**src/gsc_map.svh**
```systemverilog
// constants for the gauge switching control block
`ifndef GSC_MAP_SVH
`define GSC_MAP_SVH

// pressure code: unsigned, 1 lsb = 1.0E-9 of the current unit
`define GSC_PW          32
`define GSC_NCH         4
`define GSC_CHW         2
`define GSC_THR_ON_DEF  32'h004C_4B40
`define GSC_THR_OFF_DEF 32'h005B_8D80

`endif

```
**src/gsc_pkg.sv**
```systemverilog
// types for the gauge switching control block
`include "gsc_map.svh"

package gsc_pkg;

  typedef struct packed {
    logic                 vld;
    logic [`GSC_PW-1:0]   val;
  } gsc_smp_s;

  typedef enum logic [3:0] {
    GSC_ON_MANUAL   = 4'h0,
    GSC_ON_HOT      = 4'h1,
    GSC_ON_CH_A1    = 4'h2,
    GSC_ON_CH_A2    = 4'h3,
    GSC_ON_CH_B1    = 4'h4,
    GSC_ON_CH_B2    = 4'h5,
    GSC_ON_HOT_A1   = 4'h6,
    GSC_ON_HOT_A2   = 4'h7,
    GSC_ON_HOT_B1   = 4'h8,
    GSC_ON_HOT_B2   = 4'h9,
    GSC_ON_PREV     = 4'hA,
    GSC_ON_PREV_A1  = 4'hB,
    GSC_ON_PREV_A2  = 4'hC,
    GSC_ON_PREV_B1  = 4'hD,
    GSC_ON_PREV_B2  = 4'hE
  } gsc_on_src_e;

  typedef enum logic [2:0] {
    GSC_OFF_MANUAL  = 3'h0,
    GSC_OFF_SELF    = 3'h1,
    GSC_OFF_CH_A1   = 3'h2,
    GSC_OFF_CH_A2   = 3'h3,
    GSC_OFF_CH_B1   = 3'h4,
    GSC_OFF_CH_B2   = 3'h5
  } gsc_off_src_e;

  typedef enum logic [1:0] {
    GSC_ST_INIT = 2'b01,
    GSC_ST_RUN  = 2'b10
  } gsc_state_e;

endpackage

```
**src/gsc_chan_cmp.sv**
```systemverilog
// threshold comparison on one selected measurement channel
`timescale 1ns/1ps

module gsc_chan_cmp
  import gsc_pkg::*;
#(
  parameter bit P_ABOVE = 1'b0
) (
  input  wire logic                  i_clk,                 // system clock
  input  wire logic                  i_rst,                 // sync reset, high
  input  wire gsc_smp_s              i_smp [`GSC_NCH],      // channel samples
  input  wire logic [`GSC_CHW-1:0]   i_sel,                 // selected channel
  input  wire logic                  i_en,                  // comparison enabled
  input  wire logic [`GSC_PW-1:0]    i_thr,                 // threshold
  output logic                       o_hit                  // one-cycle hit pulse
);

  logic hit_r;
  logic hit_nxt;

  // ==========================================================
  // compare on each new sample only
  always_comb begin
    hit_nxt = 1'b0;
    if (i_en && i_smp[i_sel].vld) begin
      if (P_ABOVE) begin
        hit_nxt = (i_smp[i_sel].val > i_thr);
      end else begin
        hit_nxt = (i_smp[i_sel].val < i_thr);
      end
    end
  end

  always_ff @(posedge i_clk) begin
    if (i_rst) begin
      hit_r <= 1'b0;
    end else begin
      hit_r <= hit_nxt;
    end
  end

  assign o_hit = hit_r;

endmodule

```
**src/gsc_gauge_ctrl.sv**
```systemverilog
// gauge switch-on / switch-off controller for one measuring channel
// Functional notes
// - manual on source: only the activation key switches the gauge on
// - hot start source: gauge switched on at every power-up
// - single channel source: switch on by that channel's pressure
// - hot start plus channel: on at power-up, then channel governs switch-on
// - previous source: restore pre-power state; activation key also switches on
// - previous plus channel: restore state, then channel governs switch-on
// - on threshold offered only for the four single-channel on sources
// - controlling pressure below on threshold switches on; default 5.0E-3
// - off threshold must be >= on threshold; bad settings rejected
// - manual off source: only the deactivation key switches the gauge off
// - self source: gauge off when its own pressure exceeds off threshold
// - channel off source: switch off by that channel's pressure
// - off threshold offered for self, channel, or hot start plus channel
// - controlling pressure above off threshold switches off; default 6.0E-3
// - channel sources usable only for fitted channels
// - gauge never switches itself on; hot start never switches off
// - switched-off conductivity gauge keeps measuring, shows off, board mate off
`timescale 1ns/1ps

module gsc_gauge_ctrl
  import gsc_pkg::*;
(
  input  wire logic                  i_clk,          // system clock, 100 MHz
  input  wire logic                  i_rst,          // sync reset = power-up, high
  input  wire gsc_on_src_e           i_on_src,       // activation source
  input  wire gsc_off_src_e          i_off_src,      // deactivation source
  input  wire logic                  i_key_on,       // activation key pulse
  input  wire logic                  i_key_off,      // deactivation key pulse
  input  wire gsc_smp_s              i_smp [`GSC_NCH], // pressure samples
  input  wire logic [`GSC_NCH-1:0]   i_fitted,       // channel fitted mask
  input  wire logic [`GSC_CHW-1:0]   i_own_ch,       // this gauge's channel
  input  wire logic                  i_is_tc,        // thermal-conductivity gauge
  input  wire logic                  i_prev_on,      // retained pre-power state
  input  wire logic                  i_thr_wr,       // threshold write strobe
  input  wire logic [`GSC_PW-1:0]    i_thr_on,       // new on threshold
  input  wire logic [`GSC_PW-1:0]    i_thr_off,      // new off threshold
  output logic                       o_gauge_on,     // gauge activated
  output logic                       o_meas_act,     // measuring circuit running
  output logic                       o_show_off,     // display off mark
  output logic                       o_mate_off,     // switch off board-mate cold cathode
  output logic [`GSC_PW-1:0]         o_thr_on,       // active on threshold
  output logic [`GSC_PW-1:0]         o_thr_off,      // active off threshold
  output logic                       o_thr_rej,      // threshold write rejected pulse
  output logic                       o_on_thr_vis,   // on threshold offered
  output logic                       o_off_thr_vis,  // off threshold offered
  output logic                       o_src_bad       // source names unfitted channel
);

  // ==========================================================
  // source decoding
  function automatic logic on_is_ch(input gsc_on_src_e s);
    on_is_ch = (s >= GSC_ON_CH_A1 && s <= GSC_ON_CH_B2) ||
               (s >= GSC_ON_HOT_A1 && s <= GSC_ON_HOT_B2) ||
               (s >= GSC_ON_PREV_A1);
  endfunction

  function automatic logic [`GSC_CHW-1:0] on_ch(input gsc_on_src_e s);
    logic [3:0] base;
    base = 4'h0;
    if (s >= GSC_ON_PREV_A1) begin
      base = 4'(s - GSC_ON_PREV_A1);
    end else if (s >= GSC_ON_HOT_A1) begin
      base = 4'(s - GSC_ON_HOT_A1);
    end else if (s >= GSC_ON_CH_A1) begin
      base = 4'(s - GSC_ON_CH_A1);
    end
    on_ch = base[`GSC_CHW-1:0];
  endfunction

  logic                  off_is_ch;
  logic [`GSC_CHW-1:0]   off_sel;
  logic                  on_sel_ok;
  logic                  off_sel_ok;
  logic                  on_cmp_en;
  logic                  off_cmp_en;
  logic                  on_hit;
  logic                  off_hit;
  logic [2:0]            off_idx;
  logic [`GSC_PW-1:0]    thr_on_r;
  logic [`GSC_PW-1:0]    thr_off_r;

  always_comb begin
    off_idx    = 3'(i_off_src - GSC_OFF_CH_A1);
    off_is_ch  = (i_off_src >= GSC_OFF_CH_A1);
    off_sel    = off_is_ch ? off_idx[`GSC_CHW-1:0] : i_own_ch;
    on_sel_ok  = i_fitted[on_ch(i_on_src)];
    off_sel_ok = i_fitted[off_sel];
    on_cmp_en  = on_is_ch(i_on_src) && on_sel_ok;
    off_cmp_en = (i_off_src != GSC_OFF_MANUAL) && off_sel_ok;
  end

  // ==========================================================
  // channel comparators
  gsc_chan_cmp #(.P_ABOVE(1'b0)) u_on_cmp (
    .i_clk (i_clk),
    .i_rst (i_rst),
    .i_smp (i_smp),
    .i_sel (on_ch(i_on_src)),
    .i_en  (on_cmp_en),
    .i_thr (thr_on_r),
    .o_hit (on_hit)
  );

  gsc_chan_cmp #(.P_ABOVE(1'b1)) u_off_cmp (
    .i_clk (i_clk),
    .i_rst (i_rst),
    .i_smp (i_smp),
    .i_sel (off_sel),
    .i_en  (off_cmp_en),
    .i_thr (thr_off_r),
    .o_hit (off_hit)
  );

  // ==========================================================
  // thresholds
  logic [`GSC_PW-1:0] thr_on_nxt;
  logic [`GSC_PW-1:0] thr_off_nxt;
  logic               rej_r;
  logic               rej_nxt;

  always_comb begin
    thr_on_nxt  = thr_on_r;
    thr_off_nxt = thr_off_r;
    rej_nxt     = 1'b0;
    if (i_thr_wr) begin
      if (i_thr_off >= i_thr_on) begin
        thr_on_nxt  = i_thr_on;
        thr_off_nxt = i_thr_off;
      end else begin
        rej_nxt = 1'b1;
      end
    end
  end

  always_ff @(posedge i_clk) begin
    if (i_rst) begin
      thr_on_r  <= `GSC_THR_ON_DEF;
      thr_off_r <= `GSC_THR_OFF_DEF;
      rej_r     <= 1'b0;
    end else begin
      thr_on_r  <= thr_on_nxt;
      thr_off_r <= thr_off_nxt;
      rej_r     <= rej_nxt;
    end
  end

  // ==========================================================
  // gauge state
  gsc_state_e st_r;
  gsc_state_e st_nxt;
  logic       on_r;
  logic       on_nxt;
  logic       key_on_ok;
  logic       key_off_ok;
  logic       on_ev;
  logic       off_ev;
  logic       on_vis_nxt;
  logic       off_vis_nxt;
  logic       bad_nxt;
  logic       on_vis_r;
  logic       off_vis_r;
  logic       bad_r;

  always_comb begin
    key_on_ok  = (i_on_src == GSC_ON_MANUAL) || (i_on_src == GSC_ON_PREV);
    key_off_ok = (i_off_src == GSC_OFF_MANUAL);
    on_ev      = (i_key_on && key_on_ok) || on_hit;
    off_ev     = (i_key_off && key_off_ok) || off_hit;
    st_nxt     = st_r;
    on_nxt     = on_r;
    unique case (st_r)
      GSC_ST_INIT: begin
        st_nxt = GSC_ST_RUN;
        if (i_on_src == GSC_ON_HOT ||
            (i_on_src >= GSC_ON_HOT_A1 && i_on_src <= GSC_ON_HOT_B2)) begin
          on_nxt = 1'b1;
        end else if (i_on_src >= GSC_ON_PREV) begin
          on_nxt = i_prev_on;
        end else begin
          on_nxt = 1'b0;
        end
      end
      GSC_ST_RUN: begin
        if (off_ev) begin
          on_nxt = 1'b0;
        end else if (on_ev) begin
          on_nxt = 1'b1;
        end
      end
      default: begin
        st_nxt = GSC_ST_INIT;
        on_nxt = 1'b0;
      end
    endcase
    on_vis_nxt  = (i_on_src >= GSC_ON_CH_A1 && i_on_src <= GSC_ON_CH_B2);
    off_vis_nxt = (i_off_src != GSC_OFF_MANUAL) ||
                  (i_on_src >= GSC_ON_HOT_A1 && i_on_src <= GSC_ON_HOT_B2);
    bad_nxt     = (on_is_ch(i_on_src) && !on_sel_ok) ||
                  (off_is_ch && !off_sel_ok);
  end

  always_ff @(posedge i_clk) begin
    if (i_rst) begin
      st_r      <= GSC_ST_INIT;
      on_r      <= 1'b0;
      on_vis_r  <= 1'b0;
      off_vis_r <= 1'b0;
      bad_r     <= 1'b0;
    end else begin
      st_r      <= st_nxt;
      on_r      <= on_nxt;
      on_vis_r  <= on_vis_nxt;
      off_vis_r <= off_vis_nxt;
      bad_r     <= bad_nxt;
    end
  end

  // ==========================================================
  // indication of a switched-off conductivity gauge
  logic meas_r;
  logic meas_nxt;
  logic show_off_r;
  logic show_off_nxt;
  logic mate_off_r;
  logic mate_off_nxt;

  always_comb begin
    meas_nxt     = on_nxt || i_is_tc;
    show_off_nxt = !on_nxt && i_is_tc;
    mate_off_nxt = !on_nxt && i_is_tc;
  end

  always_ff @(posedge i_clk) begin
    if (i_rst) begin
      meas_r     <= 1'b0;
      show_off_r <= 1'b0;
      mate_off_r <= 1'b0;
    end else begin
      meas_r     <= meas_nxt;
      show_off_r <= show_off_nxt;
      mate_off_r <= mate_off_nxt;
    end
  end

  assign o_gauge_on    = on_r;
  assign o_meas_act    = meas_r;
  assign o_show_off    = show_off_r;
  assign o_mate_off    = mate_off_r;
  assign o_thr_on      = thr_on_r;
  assign o_thr_off     = thr_off_r;
  assign o_thr_rej     = rej_r;
  assign o_on_thr_vis  = on_vis_r;
  assign o_off_thr_vis = off_vis_r;
  assign o_src_bad     = bad_r;

endmodule

```
**config.mk**
```make
export PLATFORM = sky130hd
export DESIGN_NAME = gsc_gauge_ctrl
export DESIGN_NICKNAME = d
export VERILOG_FILES = /design/src/gsc_pkg.sv /design/src/gsc_chan_cmp.sv /design/src/gsc_gauge_ctrl.sv
export VERILOG_INCLUDE_DIRS = /design/src
export SDC_FILE = /design/constraint.sdc
export NUM_CORES = 1
export LEC_CHECK = 0
export ABC_AREA = 1
export BUFFER_PORTS_ARGS = -buffer_cell sky130_fd_sc_hd__buf_2
export CELL_PAD_IN_SITES_DETAIL_PLACEMENT = 0
export CELL_PAD_IN_SITES_GLOBAL_PLACEMENT = 2
export CORE_MARGIN = 2
export CORE_UTILIZATION = 26
export CTS_BUF_LIST = sky130_fd_sc_hd__clkbuf_8
export DETAILED_ROUTE_END_ITERATION = 16
export PLACE_DENSITY_LB_ADDON = 0.1
export SYNTH_ARGS = -nofsm -noshare
export SYNTH_HDL_FRONTEND = slang
export SYNTH_HIERARCHICAL = 1
export SYNTH_SLANG_ARGS = --single-unit
```
**constraint.sdc**
```tcl
create_clock -name i_clk -period 3.1 [get_ports i_clk]
set_clock_uncertainty 0.15 [all_clocks]
set_input_delay 0.31 -clock i_clk [delete_from_list [all_inputs] [get_ports i_clk]]
set_output_delay 0.31 -clock i_clk [all_outputs]
set_load 0.005 [all_outputs]
```
# Yosys cells after proc, flatten, opt, wreduce, memory -nomap -nowiden
# Cells that the tools add are included.
[totals] memories=0 ff_bits=75 latchBits=0 out_inout_bits=72 input_bits=216 ramBits=0 word_cells=90 romBits=0
[op_classes] n_bitwise=5 n_eq_ne=4 addsub=4 n_reduce_logical=30 div_mod_pow=0 mux=21 magnitude_cmp=14 n_shift=0 multipliers=0
[ops] op="binary-select mux 33 bit (select 2 bit)" count=2
[ops] op="two-way mux 33 bit" count=4
[ops] op="greater-or-equal comparator 32 bit" count=1
[ops] op="> comparator 32 bit" count=1
[ops] op="< comparator 32 bit" count=1
[ops] op="logical AND 1 bit" count=11
[ops] op="logical OR 1 bit" count=9
[ops] op="greater-or-equal comparator 4 bit, second input constant" count=2
[ops] op="two-way mux 2 bit" count=4
[ops] op="subtractor 2 bit, second input constant" count=4
[ops] op="two-way mux 1 bit" count=7
[ops] op="greater-or-equal comparator 3 bit, second input constant" count=2
[ops] op="< comparator 2 x 3 -> 1 bit, second input constant" count=2
[ops] op="NOT 2 -> 3 bit" count=2
[ops] op="OR reduction 2 bit" count=3
[ops] op="binary-select mux 1 bit (select 2 bit)" count=2
[ops] op="== test 4 x 1 -> 1 bit, second input constant" count=1
[ops] op="== test 4 bit, second input constant" count=1
[ops] op="greater-or-equal comparator 4 x 2 -> 1 bit, second input constant" count=1
[ops] op="greater-or-equal comparator 4 x 3 -> 1 bit, second input constant" count=1
[ops] op="less-or-equal comparator 4 x 3 -> 1 bit, second input constant" count=1
[ops] op="less-or-equal comparator 4 bit, second input constant" count=1
[ops] op="zero test 4 bit" count=1
[ops] op="one-hot mux 2 bit (2 select lines)" count=1
[ops] op="9 further kinds" count=13

# Longest topological paths before layout
[depth] ltp_word=11 mapped_depth=21 depth_no_buf=20

# By module
# The synthesis kept the hierarchy.
[modules_own_cells] mod="gsc_gauge_ctrl" instances=1 area_per_inst_um2=4209.0 cells_each=600 seq_area_each_um2=1461.4
[modules_own_cells] mod="gsc_chan_cmp (u_off_cmp)" instances=1 area_per_inst_um2=1775.5 cells_each=331 seq_area_each_um2=20.0
[modules_own_cells] mod="gsc_chan_cmp (u_on_cmp)" instances=1 area_per_inst_um2=1694.1 cells_each=314 seq_area_each_um2=20.0

# Worst setup path after synthesis
# No wires, ideal clock.
[synth_path] path_type="input-to-reg" from="input port i_on_src[0]" to="register u_on_cmp.hit_r, in the netlist u_on_cmp/o_hit" setup_ps=66 path_slack_ps=238 path_buffers=2 stages=15 t_arrival_ps=2646 path_cell_list="ha_1 o21ai_0 or2_0 nand2_1 inv_1 buf_2 buf_1 o21ai_1 o22ai_1 ha_1 a21oi_1 nor2_1 a211oi_1 o2111ai_1 a21oi_2"
[synth_via] elab_chain_len=11
[synth_lines] element="start, declared" line="gsc_gauge_ctrl.sv:27" rtl="input wire gsc_on_src_e i_on_src,"
[synth_lines] element="branches (longest 11 deep; another with < comparator 32 bit)"
[synth_lines] element="end signal, assigned" line="gsc_chan_cmp.sv:38" rtl="hit_r <= hit_nxt;"
[synth_lines] element="end, declared" line="gsc_chan_cmp.sv:18" rtl="logic hit_r;"
# Several ways; the timed one is not identified. The select of a mux whose other input is x is not followed.
# A chain may end at the register's enable or synchronous reset.

# Worst setup path in the final report
# Same ends and word-level chain as after synthesis.

==> flow_metrics.tcl <==
set metrics [dict create \
    viasPerCell 4.73 \
    drv_slew 0 \
    avgSynthCellArea_um2 6.17 \
    slowest_stage "ha_1" \
    clk_pin_slew_ns 0.09 \
    ctsResizeCount 0 \
    grt_pass1_vias 8407 \
    holdPathStages 3 \
    reg2regPathDepth 9 \
    timing.fmax_mhz 362 \
    max-cap-violations 0 \
    hold_viol_final 0 \
    initialDrtViolationCount 721 \
    rsz0062_at_grt "no" \
    fp.dieH_um 176 \
    drcViolationCount 0 \
    synth_top_cell_area_share_pct 19.6 \
    yosys.area.top_type "dfxtp_1" \
    portBuffers 287 \
    yosys_warnings 6 \
    hp-class "in2reg" \
    nets 1826 \
    detail_route.wl_per_cell_um 17.5 \
    required_ns 3.24 \
    grt_use_total_pct 20.9 \
    layout-drive-gt1-share_pct 24.5 \
    fin_util_pct 34.0 \
    status "finished clean" \
    h-tree-depth 3 \
    tns_ns 0 \
    die-area_mm2 0.0309 \
    clkLatencyLatePin_ns 0.37 \
    numCtsBuffers 9 \
    numClockSinks 75 \
    wirelength_mm 33.1 \
    max_stage_delay_ns 0.29 \
    p_leak_uw 0.00514 \
    syn2layout_area_growth_pct 27.7 \
    synth_area_leaders "dfxtp_1 20%, ha_1 17%, nor2_1 11%" \
    arrival_ns 2.91 \
    peakVddDrop_uv 158 \
    insertedDiodeCount 0 \
    grt_max_degree 54 \
    worst_pin_slew_ns 0.642 \
    placed_area_mm2 0.00962 \
    design.portCount 288 \
    gp_congestion 0.880 \
    die_w_um 176 \
    grt_pass1_wl_mm 49.8 \
    synth_most_common_cell "nor2_1" \
    synth_cell_types 35 \
    netlist_area_mm2 0.00768 \
    end_kind "flop" \
    crit_top_cell "o21ai_0" \
    synth.ff_latch_count 75 \
    synth-edff-count 0 \
    overflow 0 \
    syn_nets 1563 \
    timing.final.crit_share_pct 89.2 \
    cellPowerDensity_mw_per_mm2 365 \
    routed-via-count 8977 \
    slew_headroom_pct 57.2 \
    crit_chain "buf_2 -> ha_1 -> o21ai_0 -> buf_4 -> o21ai_0 -> o21ai_0 -> inv_1 -> inv_1 -> buf_12 -> o21ai_0 -> o22ai_1 -> ha_1 -> a21oi_1 -> o21ai_0 -> nand2_1 -> o211ai_1 -> nand2_1 -> o2111ai_1 -> a21oi_2" \
    worst-setup-path-type "in2reg" \
    worst-path-max-fanout 18 \
    cts_tree "done" \
    synthTopCellsByCount "217 x nor2_1, 193 x nand2_1, 155 x inv_1, 111 x o21ai_0, 102 x ha_1" \
    first_pass_iters 5 \
    cts_root_buf "clkbuf_8" \
    fin_area_mm2 0.00981 \
    yosysSeqAreaShare_pct 19.6 \
    clock_path_buffers 2 \
    hold_ws_ns 0.0582 \
    antenna_found_initial 0 \
    fp.coreArea_mm2 0.0289 \
    synth_ff_type "dfxtp_1" \
    antenna_left 0 \
    start_util_pct 26.6 \
    setup_viol 0 \
    placementRows 62 \
    fin_crit_ns 2.77 \
    netlist_instances 1245 \
    synthArstFlopShare_pct 0 \
    hpwl_mm 27.0 \
    cp-start-kind "input pin" \
]
-- power by group --
| group | internal, uW | switching, uW | total, uW |
|---|---|---|---|
| sequential | 1060 | 89.6 | 1150 |
| combinational | 685 | 1010 | 1690 |
| clock | 295 | 445 | 740 |
-- layout make-up --
cell class,instances,area [um^2]
Clock buffer,9,124
Clock inverter,7,53.8
Fill cell,3348,19000
Inverter,159,597
Multi-Input combinational cell,938,5190
Sequential cell,75,1500
Tap cell,384,480
Timing Repair Buffer,325,1860
-- per-stage QoR --
step | total power [uW] | setup WS [ns] | cells
CTS | 3620 | 0.400 | 1897
floorplan | 2190 | 0.238 | 1245
finish | 3580 | 0.334 | 1897
global route | 3900 | 0.0241 | 1897
detailed placement | 2860 | 0.0317 | 1880
global placement | 2860 | 0.127 | 1880
-- layout by cell type (no fill, tap or decap), drive strengths merged --
cell type / netlist / routed
a21boi: 1 / 1
nor3: 4 / 4
dlygate4sd3: 0 / 1
a32o: 1 / 1
nand2: 195 / 195
clkinv: 0 / 3
o22ai: 64 / 64
o21a: 3 / 3
nor2: 217 / 217
clkinvlp: 0 / 2
dfxtp: 75 / 75
clkbuf: 35 / 9
and3: 1 / 1
a21oi: 92 / 92
inv: 159 / 161
o2111ai: 1 / 1
a211oi: 3 / 3
buf: 38 / 324
nand4: 7 / 7
or2: 2 / 2
ha: 102 / 102
a21o: 4 / 4
nand3b: 1 / 1
o211ai: 4 / 4
o21ai: 144 / 144
nand3: 92 / 92
-- critical path: cells and delay by family --
kind	cells	cell delay, ns
AO/OA/AOI/OAI	10	1.24
adder cells (fa/ha/maj)	2	0.47
buffers and inverters	5	0.73
AND/OR/NAND/NOR	2	0.17
-- path summary, 6_finish.rpt --
check,from,slack [ns],end
worst max-delay path,i_on_src[0],0.33,u_on_cmp/o_hit
worst max register to register,o_thr_on[5],1.28,u_on_cmp/o_hit
worst min-delay path,i_thr_on[14],0.06,o_thr_on[14]
worst min register to register,st_r[1],0.35,st_r[1]
-- layer usage --
layer	wire length [um]	GRT usage, %	up-vias
met5	0	0	-
met4	359	4.03	0
met3	1700	2.40	18
met2	13300	29.9	301
met1	17700	33.2	3994
li1	-	-	4664
-- kinds of logic after synthesis --
family	count (synthesis)	synth area share, %
fa+ha+maj	102	16.6
buf+inv	232	13.0
compound gates	317	22.9
simple gates	519	27.9
flops	75	19.6
-- registers in the layout, summed over array words and instances, names as in the netlist --
signal,count
o_show_off,1
st_r,2
o_off_thr_vis,1
o_gauge_on,1
o_src_bad,1
o_meas_act,1
u_off_cmp/o_hit,1
o_thr_off,32
o_thr_rej,1
o_on_thr_vis,1
u_on_cmp/o_hit,1
o_thr_on,32
-- timing repair --
action / CTS / global route
hold buffers: 1 / 0
setup buffers: 0 / 0
endpoints found under the hold margin: 1 / 0
(Power assumes the default switching activity.)
